$ cat config.mk
export PLATFORM = sky130hd
export DESIGN_NAME = dmsvf_top
export DESIGN_NICKNAME = d
export VERILOG_FILES = /design/src/hw/dmsvf_pkg.sv /design/src/hw/dmsvf_top.sv
export VERILOG_INCLUDE_DIRS = /design/src /design/src/hw
export SDC_FILE = /design/constraint.sdc
export NUM_CORES = 1
export LEC_CHECK = 0
export BUFFER_PORTS_ARGS = -buffer_cell sky130_fd_sc_hd__buf_2
export CAP_MARGIN = 15
export CORE_ASPECT_RATIO = 1.75
export CORE_MARGIN = 8
export CORE_UTILIZATION = 41
export DETAILED_ROUTE_END_ITERATION = 16
export RECOVER_POWER = 100
export SLEW_MARGIN = 10
export SYNTH_ARGS = -nofsm -noshare
export SYNTH_HDL_FRONTEND = slang
export SYNTH_SLANG_ARGS = --single-unit
$ cat constraint.sdc
create_clock -name SYS_CLK_IN -period 1.75 [get_ports SYS_CLK_IN]
set_input_delay 0.175 -clock SYS_CLK_IN [delete_from_list [all_inputs] [get_ports SYS_CLK_IN]]
set_output_delay 0.175 -clock SYS_CLK_IN [all_outputs]
set_load 0.02 [all_outputs]
$ cat src/hw/dmsvf_defs.svh
`ifndef DMSVF_DEFS_SVH
`define DMSVF_DEFS_SVH
`define DMSVF_SR_W 6
`define DMSVF_LOAD_PATTERN 6'h10
`define DMSVF_SR_OUT_POS 0
`define DMSVF_BA_EXTRA 2'h2
`define DMSVF_SOFT_WRITES 4'h7
`define DMSVF_SOFT_MATCH 4'h8
`define DMSVF_PORT_ADDR 16'hFCFC
`endif

$ cat src/hw/dmsvf_pkg.sv
package dmsvf_pkg;
  typedef struct packed {
    logic access_valid;
    logic read;
    logic bus_granted;
    logic tristate_request;
    logic halt_n;
  } dmsvf_bus_t;
  typedef struct packed {
    logic clear_map_shifter;
    logic exec_reset;
    logic user_reset;
    logic port_strobe;
    logic nmi_from_module;
    logic nmi_vector_fetch;
    logic soft_vector_fetch;
    logic breakpoint_redirect_enable;
  } dmsvf_ctl_t;
  typedef enum logic [1:0] {LD_IDLE, LD_ARMED, LD_SETTLE} dmsvf_load_t;
endpackage

$ cat src/hw/dmsvf_top.sv
`timescale 1ns/1ps
`include "dmsvf_defs.svh"
// Notes on behaviour
// - tristate map valid drivers on tristate or halt
// - shift tick comes from inverted phase-2
// - no shift ticks while granted or tristated
// - two extra suppressed ticks after bus grant
// - clear empties shifter and load logic
// - force exec map for redirected vectors
// - nmi redirected only when module raised it
// - read, seven writes, read flags soft interrupt
// - soft interrupt redirect needs breakpoint enable
// - soft counter on shift tick, stops on tristate
// - strobe arms load, one user data cycle
// - shifter high gives user, low exec
// - exec reset clears, user reset sets serial
module dmsvf_top #(
  parameter logic [`DMSVF_SR_W-1:0] LOAD_PATTERN = `DMSVF_LOAD_PATTERN
) (
  input wire logic SYS_CLK_IN,
  input wire logic RESET_N_IN,
  input wire logic PHI2_IN,
  input wire dmsvf_pkg::dmsvf_bus_t BUS_IN,
  input wire dmsvf_pkg::dmsvf_ctl_t CTL_IN,
  output logic USER_MAP_VALID_OUT,
  output logic USER_MAP_VALID_OE_N_OUT,
  output logic EXEC_MAP_VALID_OUT,
  output logic EXEC_MAP_VALID_OE_N_OUT,
  output logic SHIFT_TICK_OUT,
  output logic SHIFTER_MAP_OUTPUT_OUT,
  output logic SOFT_INT_DETECTED_OUT,
  output logic FORCE_EXEC_MAP_OUT
);
  import dmsvf_pkg::*;

  // pin synchronisers; third phase-2 stage only feeds the edge detect
  dmsvf_bus_t bus_meta_reg, bus_reg;
  dmsvf_ctl_t ctl_meta_reg, ctl_reg;
  logic [2:0] phi2_reg;
  logic strobe_prev_reg;
  always_ff @(posedge SYS_CLK_IN or negedge RESET_N_IN)
  begin
    if (!RESET_N_IN)
    begin
      bus_meta_reg <= '0;
      bus_reg <= '0;
      ctl_meta_reg <= '0;
      ctl_reg <= '0;
      phi2_reg <= 3'h0;
      strobe_prev_reg <= 1'b0;
    end
    else
    begin
      bus_meta_reg <= BUS_IN;
      bus_reg <= bus_meta_reg;
      ctl_meta_reg <= CTL_IN;
      ctl_reg <= ctl_meta_reg;
      phi2_reg <= {phi2_reg[1:0], PHI2_IN};
      strobe_prev_reg <= ctl_reg.port_strobe;
    end
  end

  logic phi2_fall;
  logic busy;
  logic shift_tick;
  logic strobe_rise;
  logic [1:0] ba_hold_reg;
  assign phi2_fall = phi2_reg[2] & ~phi2_reg[1];
  assign busy = bus_reg.bus_granted | bus_reg.tristate_request;
  assign shift_tick = phi2_fall & ~busy & (ba_hold_reg == 2'h0);
  assign strobe_rise = ctl_reg.port_strobe & ~strobe_prev_reg;

  // grant edges lag the shift clock, so two more ticks are dropped
  always_ff @(posedge SYS_CLK_IN or negedge RESET_N_IN)
  begin
    if (!RESET_N_IN)
      ba_hold_reg <= 2'h0;
    else if (bus_reg.bus_granted)
      ba_hold_reg <= `DMSVF_BA_EXTRA;
    else if (phi2_fall && !bus_reg.tristate_request && ba_hold_reg != 2'h0)
      ba_hold_reg <= ba_hold_reg - 2'h1;
  end

  // map shifter and its load sequence
  logic [`DMSVF_SR_W-1:0] sr_reg;
  logic serial_reg;
  dmsvf_load_t load_state_reg;
  logic sr_out;
  assign sr_out = sr_reg[`DMSVF_SR_OUT_POS];
  always_ff @(posedge SYS_CLK_IN or negedge RESET_N_IN)
  begin
    if (!RESET_N_IN)
    begin
      sr_reg <= '0;
      serial_reg <= 1'b0;
      load_state_reg <= LD_IDLE;
    end
    else if (ctl_reg.clear_map_shifter || ctl_reg.exec_reset)
    begin
      sr_reg <= '0;
      serial_reg <= 1'b0;
      load_state_reg <= LD_IDLE;
    end
    else if (ctl_reg.user_reset)
    begin
      serial_reg <= 1'b1;
      load_state_reg <= LD_IDLE;
    end
    else
    begin
      case (load_state_reg)
        LD_IDLE:
        begin
          // one-shot on the strobe edge so a long strobe loads once
          if (strobe_rise)
            load_state_reg <= LD_ARMED;
          else if (shift_tick)
            sr_reg <= {serial_reg, sr_reg[`DMSVF_SR_W-1:1]};
        end
        LD_ARMED:
        begin
          if (shift_tick)
          begin
            sr_reg <= LOAD_PATTERN;
            load_state_reg <= LD_SETTLE;
          end
        end
        LD_SETTLE:
        begin
          // shifting starts on the second tick after the load
          if (shift_tick)
            load_state_reg <= LD_IDLE;
        end
        default:
          load_state_reg <= LD_IDLE;
      endcase
    end
  end

  // soft interrupt cycle counter; tick already stops on tristate
  logic [3:0] soft_cnt_reg;
  logic soft_det_reg;
  logic soft_match;
  assign soft_match = shift_tick & (soft_cnt_reg == `DMSVF_SOFT_MATCH) & bus_reg.read;
  always_ff @(posedge SYS_CLK_IN or negedge RESET_N_IN)
  begin
    if (!RESET_N_IN)
    begin
      soft_cnt_reg <= 4'h0;
      soft_det_reg <= 1'b0;
    end
    else if (ctl_reg.clear_map_shifter || ctl_reg.exec_reset)
    begin
      soft_cnt_reg <= 4'h0;
      // a match in the clearing cycle still sets the flag
      soft_det_reg <= soft_match;
    end
    else if (shift_tick && !bus_reg.tristate_request)
    begin
      if (soft_match)
      begin
        soft_det_reg <= 1'b1;
        soft_cnt_reg <= 4'h1;
      end
      else if (bus_reg.read)
        soft_cnt_reg <= 4'h1;
      else if (soft_cnt_reg != 4'h0 && soft_cnt_reg <= `DMSVF_SOFT_WRITES)
        soft_cnt_reg <= soft_cnt_reg + 4'h1;
      else
        soft_cnt_reg <= 4'h0;
    end
  end

  // registered map valids and drivers
  always_ff @(posedge SYS_CLK_IN or negedge RESET_N_IN)
  begin
    if (!RESET_N_IN)
    begin
      USER_MAP_VALID_OUT <= 1'b0;
      EXEC_MAP_VALID_OUT <= 1'b0;
      USER_MAP_VALID_OE_N_OUT <= 1'b1;
      EXEC_MAP_VALID_OE_N_OUT <= 1'b1;
    end
    else
    begin
      USER_MAP_VALID_OUT <= bus_reg.access_valid & sr_out & ~FORCE_EXEC_MAP_OUT;
      EXEC_MAP_VALID_OUT <= bus_reg.access_valid & (~sr_out | FORCE_EXEC_MAP_OUT);
      USER_MAP_VALID_OE_N_OUT <= bus_reg.tristate_request | ~bus_reg.halt_n;
      EXEC_MAP_VALID_OE_N_OUT <= bus_reg.tristate_request | ~bus_reg.halt_n;
    end
  end

  always_ff @(posedge SYS_CLK_IN or negedge RESET_N_IN)
  begin
    if (!RESET_N_IN)
    begin
      SHIFT_TICK_OUT <= 1'b0;
      SHIFTER_MAP_OUTPUT_OUT <= 1'b0;
      SOFT_INT_DETECTED_OUT <= 1'b0;
      FORCE_EXEC_MAP_OUT <= 1'b0;
    end
    else
    begin
      SHIFT_TICK_OUT <= shift_tick;
      SHIFTER_MAP_OUTPUT_OUT <= sr_out;
      SOFT_INT_DETECTED_OUT <= soft_det_reg;
      FORCE_EXEC_MAP_OUT <= (ctl_reg.nmi_vector_fetch & ctl_reg.nmi_from_module)
        | (ctl_reg.soft_vector_fetch & soft_det_reg & ctl_reg.breakpoint_redirect_enable);
    end
  end

  a_tristate_drivers: assert property (@(posedge SYS_CLK_IN) disable iff (!RESET_N_IN)
    (bus_reg.tristate_request || !bus_reg.halt_n) |=> (USER_MAP_VALID_OE_N_OUT && EXEC_MAP_VALID_OE_N_OUT))
    else $error("map valid drivers not released");
  a_busy_no_tick: assert property (@(posedge SYS_CLK_IN) disable iff (!RESET_N_IN)
    busy |=> !SHIFT_TICK_OUT)
    else $error("shift tick while bus busy");
  a_grant_extra: assert property (@(posedge SYS_CLK_IN) disable iff (!RESET_N_IN)
    bus_reg.bus_granted |=> (ba_hold_reg == `DMSVF_BA_EXTRA) && !shift_tick)
    else $error("grant hold not loaded");
  a_clear_shifter: assert property (@(posedge SYS_CLK_IN) disable iff (!RESET_N_IN)
    (ctl_reg.clear_map_shifter || ctl_reg.exec_reset) |=> (sr_reg == '0) && !serial_reg && load_state_reg == LD_IDLE)
    else $error("shifter not cleared");
  a_load_pattern: assert property (@(posedge SYS_CLK_IN) disable iff (!RESET_N_IN)
    (load_state_reg == LD_ARMED && shift_tick && !ctl_reg.clear_map_shifter && !ctl_reg.exec_reset
      && !ctl_reg.user_reset) |=> (sr_reg == LOAD_PATTERN) && load_state_reg == LD_SETTLE)
    else $error("load pattern missing");
  a_valid_gated: assert property (@(posedge SYS_CLK_IN) disable iff (!RESET_N_IN)
    !bus_reg.access_valid |=> !USER_MAP_VALID_OUT && !EXEC_MAP_VALID_OUT)
    else $error("valid without access");
  a_user_select: assert property (@(posedge SYS_CLK_IN) disable iff (!RESET_N_IN)
    (bus_reg.access_valid && sr_out && !FORCE_EXEC_MAP_OUT) |=> USER_MAP_VALID_OUT && !EXEC_MAP_VALID_OUT)
    else $error("user map not selected");
  a_soft_match: assert property (@(posedge SYS_CLK_IN) disable iff (!RESET_N_IN)
    soft_match |=> ##1 SOFT_INT_DETECTED_OUT)
    else $error("soft interrupt not flagged");
  a_nmi_foreign: assert property (@(posedge SYS_CLK_IN) disable iff (!RESET_N_IN)
    (!ctl_reg.nmi_from_module && !ctl_reg.soft_vector_fetch) |=> !FORCE_EXEC_MAP_OUT)
    else $error("foreign nmi forced to exec map");
  a_nmi_redirect: assert property (@(posedge SYS_CLK_IN) disable iff (!RESET_N_IN)
    (ctl_reg.nmi_vector_fetch && ctl_reg.nmi_from_module) |=> FORCE_EXEC_MAP_OUT)
    else $error("module nmi vector not forced");
  a_soft_redirect: assert property (@(posedge SYS_CLK_IN) disable iff (!RESET_N_IN)
    (ctl_reg.soft_vector_fetch && !ctl_reg.breakpoint_redirect_enable && !ctl_reg.nmi_vector_fetch)
      |=> !FORCE_EXEC_MAP_OUT)
    else $error("soft vector forced without enable");
  a_tristate_count: assert property (@(posedge SYS_CLK_IN) disable iff (!RESET_N_IN)
    (bus_reg.tristate_request && !ctl_reg.clear_map_shifter && !ctl_reg.exec_reset) |=> $stable(soft_cnt_reg))
    else $error("soft counter moved while tristated");
  a_user_reset: assert property (@(posedge SYS_CLK_IN) disable iff (!RESET_N_IN)
    (ctl_reg.user_reset && !ctl_reg.clear_map_shifter && !ctl_reg.exec_reset) |=> serial_reg)
    else $error("user reset did not set serial input");
endmodule

==> results of run 1 <==
[worst paths after layout]
kind | cells past startpoint | to
worst max-delay path | 4 | sr_reg[4]$_DFFE_PN0P_
worst min register to register | 0 | ctl_reg[1]$_DFF_PN0_
min in group SYS_CLK_IN | 0 | ctl_reg[1]$_DFF_PN0_
worst min-delay path | 2 | bus_reg[1]$_DFF_PN0_
worst max register to register | 4 | sr_reg[4]$_DFFE_PN0P_
max in group asynchronous | 2 | soft_cnt_reg[0]$_DFFE_PN0P_
[logic make-up (layout without fill, tap and decap cells)]
| logic type | Yosys count | count (layout) | synth area share |
|---|---|---|---|
| mux | 5 | 5 | 0.02774 |
| simple gates | 43 | 43 | 0.1228 |
| xor+xnor | 1 | 1 | 0.004855 |
| compound gates | 14 | 14 | 0.05617 |
| fa+ha+maj | 3 | 3 | 0.02081 |
| flops | 53 | 53 | 0.7358 |
| buf+inv | 11 | 54 | 0.03190 |
[stage by stage]
step | hold slack [ns] | cell area (um2) | power, uW | worst slack (ns) | util
4_1_cts | 0.003455 | 2205 | 2125 | 0.08490 | 0.5098
6_report | 0.2133 | 2196 | 2094 | 0.1407 | 0.5078
5_1_grt | 0.3380 | 2196 | 2180 | 0.02777 | 0.5078
3_5_place_dp | 0.2847 | 1968 | 1398 | 0.1024 | 0.4552
2_1_floorplan | -0.1206 | 1804 | 1342 | 0.2596 | -
3_3_place_gp | 0.2827 | 1968 | 1391 | 0.1994 | 0.4552
[cell type report]
cell class	instances	area (um2)	area share
multi-input combinational	66	426.7	0.1943
clock buffer	6	82.58	0.03761
clock inverter	2	13.76	0.006268
sequential	53	1328	0.6046
timing repair buffer	38	250.2	0.1140
tap	51	63.81	0.02906
inverter	8	31.28	0.01424
[cell usage in the layout, fill, tap and decap left out, types with 2 or more instances in the layout]
master	netlist	routed
clkbuf_8	0	6
dlygate4sd3_1	0	14
clkbuf_1	1	8
dfrtp_1	52	52
buf_2	0	15
mux2i_1	5	5
inv_1	7	7
nor4_1	2	2
nand2b_1	3	3
nor3_1	2	2
nand4_1	2	2
nand2_1	14	14
a211oi_1	2	2
and3_1	2	2
a21oi_1	5	5
ha_1	3	3
nor2_1	10	10
[metal layers]
metal | global-route usage | share of wire | vias to the layer above
met5 | 0 | 0 | -
met4 | 0.06605 | 0.035 | 0
met3 | 0.02805 | 0.035 | 10
met2 | 0.1770 | 0.56 | 26
met1 | 0.08666 | 0.36 | 566
li1 | - | - | 514
[where the power goes]
part | internal [uW] | total (uW) | switching (uW)
combinational | 48.4 | 107 | 59.0
sequential | 1270 | 1280 | 17.0
clock | 321 | 703 | 382
total | 1640 | 2090 | 458
[repair_timing]
item	in CTS	in global routing
hold endpoints to repair	14	0
hold buffers	14	0
resized for setup	0	2
setup endpoints to repair	0	1
==> metrics.cfg, run 1 <==
[global_route]
grt_pass1_vias=1192
grt_pass1_wl_mm=5.237
track_usage=0.09792
antenna_found_initial=0
grt_start_max_net_pins=54
grt-ovfl-total=0

[floorplanning]
core_region_area_um2=4324
boundaryPins=24
die_height_um=103.8
die_w_um=66.15
num_rows=32
initial_core_util=0.4172
die_area_um2=6863

[detailed_routing]
drt_first_pass_iters=4
drcViolationCount=0
viasPerCell=4.982
drtAntennaViolNets=0
wire_per_inst_um=13.72
num_vias=1116
drt_iter0_drc=41
totalWireLength_mm=3.073

[synth]
yosys.area.top_type=dfrtp_1
synth.most_common_cell=dfrtp_1
syn_inst=130
synth_top_cells_by_count=dfrtp_1 (52), nand2_1 (14), nor2_1 (10)
synth_area_um2=1804
synth_area_leaders=dfrtp_1 (72%), nand2_1 (2.9%), mux2i_1 (2.8%), ha_1 (2.1%), nor2_1 (2.1%)
synthArstFlopShare=1.000
yosysTopAreaCellShare=0.7212
synth.yosys.seq_area_share=0.7358
ys_types=33
synth_edf_count=0
yosys_register_bits=53
synth_nets=149
avgSynthCellArea_um2=13.88
yosys_warnings=0
synthFlopType=dfrtp_1

[worst_setup_path]
crit_type=flip-flop to flip-flop
cp.required_ns=1.96
worst_path_max_delay_cell=or3b_4
reg2reg_from=phi2_reg[1]$_DFF_PN0_
crit_buf_inv=0
start_kind=flip-flop
crit_family=simple AND/OR/NAND/NOR gates
critPathLaunch=phi2_reg[1]$_DFF_PN0_
critPathMaxFanout=6
cpPeakStageDelay_ns=0.42
critical_path_arrival_ns=1.82
worstSetupEndpointType=flip-flop
reg2reg_slack_ns=0.14
crit_chain=or3b_4 -> nor3_4 -> nand2_4 -> a221oi_2

[layout]
area_growth_pct=21.71
layout.nets=191
antenna_cells=0
drive_gt1_frac=0.1850
final_cell_count_no_fill=224
n_fill_cell=395

[timing]
slew_headroom=0.1795
grt_setup_unrepaired=false
tns_ns=0
tightest_slew_ns=1.231
fin_crit_ns=1.609
finalSetupViolations=0
hold_viol=0
fmax_mhz=621.4
maxSlewViolCount=0
skew_ns=0.006268
fin_crit_sh=0.9196

[clock_tree]
cts_tree=yes
cts_root_buf=clkbuf_8
cts.sinks=53
htree_levels=2
postCtsSetupBuffers=0
worstSkewPairLatency_ns=0.30
clk_pin_slew_worst_paths_ns=0.09
cts_buffer_depth=2
cts_made_buffers=5

[power_and_ir_drop]
power.leakage_uw=0.001025
power_density_nw_per_um2=953.8
ir_drop_mv=0.6180

[job]
maxCapViolCount=0

[hold_path]
hold_class=input pin to async pin

[placement]
numPortBuffers=23
placed_cells=202
dp.final_hpwl_mm=2.058
place_congestion=0.7585

[run_status]
status=finished clean

No activity file was read; power rests on OpenSTA's default activity.
==> run 2, diff against run 1 <==
- CELL_PAD_IN_SITES_DETAIL_PLACEMENT: unset -> 0
- CELL_PAD_IN_SITES_GLOBAL_PLACEMENT: unset -> 1
- PLACE_DENSITY_LB_ADDON: unset -> 0.1
==> metrics.cfg, run 2 (synthesis results as in run 1) <==
[timing]
hold_viol=0  ; unchanged
slew_headroom=0.3967  ; was 0.1795
tns_ns=0  ; unchanged
grt_setup_unrepaired=false  ; unchanged
skew_ns=0.003946  ; was 0.006268 ns
worst_slack_ns=0.1322  ; was 0.1407 ns
tightest_slew_ns=0.9049  ; was 1.231 ns
holdWs_ns=0.3534  ; was 0.2133 ns
fmax_mhz=618.1  ; was 621.4 MHz
maxSlewViolCount=0  ; unchanged
fin_crit_sh=0.9245  ; was 0.9196
finalSetupViolations=0  ; unchanged
fin_crit_ns=1.618  ; was 1.609 ns

[global_route]
grt_start_max_net_pins=21  ; was 54
grt_pass1_vias=1167  ; was 1192
track_usage=0.1025  ; was 0.09792
antenna_found_initial=0  ; unchanged
grt_pass1_wl_mm=5.388  ; was 5.237 mm
grt-ovfl-total=0  ; unchanged

[clock_tree]
cts.sinks=53  ; unchanged
cts_made_buffers=5  ; unchanged
htree_levels=2  ; unchanged
postCtsSetupBuffers=0  ; unchanged
cts_root_buf=clkbuf_8  ; unchanged
cts_buffer_depth=2  ; unchanged
cts_tree=yes  ; unchanged
worstSkewPairLatency_ns=0.30  ; about the same
clk_pin_slew_worst_paths_ns=0.09  ; about the same

[layout]
multi_input_area_um2=421.7  ; was 426.7 um2
drive_gt1_frac=0.1829  ; was 0.1850
antenna_cells=0  ; unchanged
fin_area_um2=2233  ; was 2196 um2
layout_common_cells=dfrtp_1 (52), dlygate4sd3_1 (15), nand2_1 (14), buf_2 (14), nor2_1 (10)  ; was dfrtp_1 (52), buf_2 (15), nand2_1 (14), dlygate4sd3_1 (14), nor2_1 (10)
area_growth_pct=23.79  ; was 21.71%
n_fill_cell=387  ; was 395
final_common_cell=dfrtp_1  ; unchanged
layout.nets=193  ; was 191
seq_area_um2=1328  ; unchanged

[placement]
dp.final_hpwl_mm=2.263  ; was 2.058 mm
place_congestion=0.7443  ; was 0.7585
placed_cell_area_um2=1976  ; was 1968 um2
dp_worst_setup_slack_ns=0.1304  ; was 0.1024 ns
numPortBuffers=23  ; unchanged

[detailed_routing]
drt_first_pass_iters=4  ; unchanged
drtAntennaViolNets=0  ; unchanged
drcViolationCount=0  ; unchanged
wire_per_inst_um=14.33  ; was 13.72 um
totalWireLength_mm=3.239  ; was 3.073 mm
num_vias=1103  ; was 1116
viasPerCell=4.881  ; was 4.982
drt_iter0_drc=55  ; was 41

[job]
maxCapViolCount=0  ; unchanged

[floorplanning]
initial_core_util=0.4172  ; unchanged
num_rows=32  ; unchanged
core_region_area_um2=4324  ; unchanged
die_area_um2=6863  ; unchanged
die_height_um=103.8  ; unchanged
die_w_um=66.15  ; unchanged
boundaryPins=24  ; unchanged

[power_and_ir_drop]
power_uw=2246  ; was 2094 uW
power_density_nw_per_um2=1006  ; was 953.8 nW/um2
power.leakage_uw=0.001028  ; was 0.001025 uW
ir_drop_mv=0.7804  ; was 0.6180 mV

[worst_setup_path]
crit_chain=or3b_4 -> or2_4 -> clkinvlp_2 -> nand4_1 -> a21oi_1  ; was or3b_4 -> nor3_4 -> nand2_4 -> a221oi_2
crit_family=simple AND/OR/NAND/NOR gates  ; unchanged
worstSetupEndpointType=flip-flop  ; unchanged
cp.required_ns=1.98  ; was 1.96 ns
critical_path_arrival_ns=1.84  ; was 1.82 ns
start_kind=flip-flop  ; unchanged
worst_path_max_delay_cell=or3b_4  ; unchanged
critPathMaxFanout=9  ; was 6
crit_type=flip-flop to flip-flop  ; unchanged
crit_buf_inv=1  ; was 0
cpPeakStageDelay_ns=0.42  ; about the same

[hold_path]
hold_class=flip-flop to flip-flop  ; was input pin to async pin

[run_status]
status=finished clean  ; unchanged

[run 2: path summary, 6_finish.rpt]
check / start / end / slack [ns] / cells past startpoint
worst min register to register: bus_meta_reg[3]$_DFF_PN0_ / bus_reg[3]$_DFF_PN0_ / 0.35 / 0
min in group asynchronous: RESET_N_IN / bus_reg[2]$_DFF_PN0_ / 0.52 / 2
worst min-delay path: bus_meta_reg[3]$_DFF_PN0_ / bus_reg[3]$_DFF_PN0_ / 0.35 / 0
max in group asynchronous: RESET_N_IN / EXEC_MAP_VALID_OE_N_OUT$_DFF_PN1_ / 0.40 / 3
worst max register to register: phi2_reg[1]$_DFF_PN0_ / soft_cnt_reg[1]$_DFFE_PN0P_ / 0.13 / 5
worst max-delay path: phi2_reg[1]$_DFF_PN0_ / soft_cnt_reg[1]$_DFFE_PN0P_ / 0.13 / 5
[run 2: final cells by class]
cell class                 instances  area share
clock buffer                       6     0.03697
clock inverter                     2     0.01681
inverter                           8     0.01401
multi-input combinational         66      0.1888
sequential                        53      0.5944
tap                               51     0.02857
timing repair buffer              40      0.1204
[run 2: stage by stage]
stage | instances | util
floorplan | 130 | -
global placement | 203 | 0.4569
detailed placement | 203 | 0.4569
CTS | 226 | 0.5194
global route | 226 | 0.5165
finish | 226 | 0.5165
[run 2: repair_timing]
action                                  in CTS  in global routing
hold buffers                                15                  0
endpoints found under the setup margin       0                  1
resized for setup                            0                  1
endpoints found under the hold margin       29                  0
[run 2: per-layer routing]
metal | routed length (um) | global-route usage
met1 | 1221 | 0.1024
met2 | 1808 | 0.1735
met3 | 133 | 0.03452
met4 | 76 | 0.06144
met5 | 0 | 0
[run 2: power breakdown]
part | leakage, uW | switching [uW] | internal (uW)
Clock | 0.0000574 | 382 | 465
Sequential | 0.000658 | 18.0 | 1270
Combinational | 0.000312 | 62.1 | 52.0
Total | 0.00103 | 462 | 1780
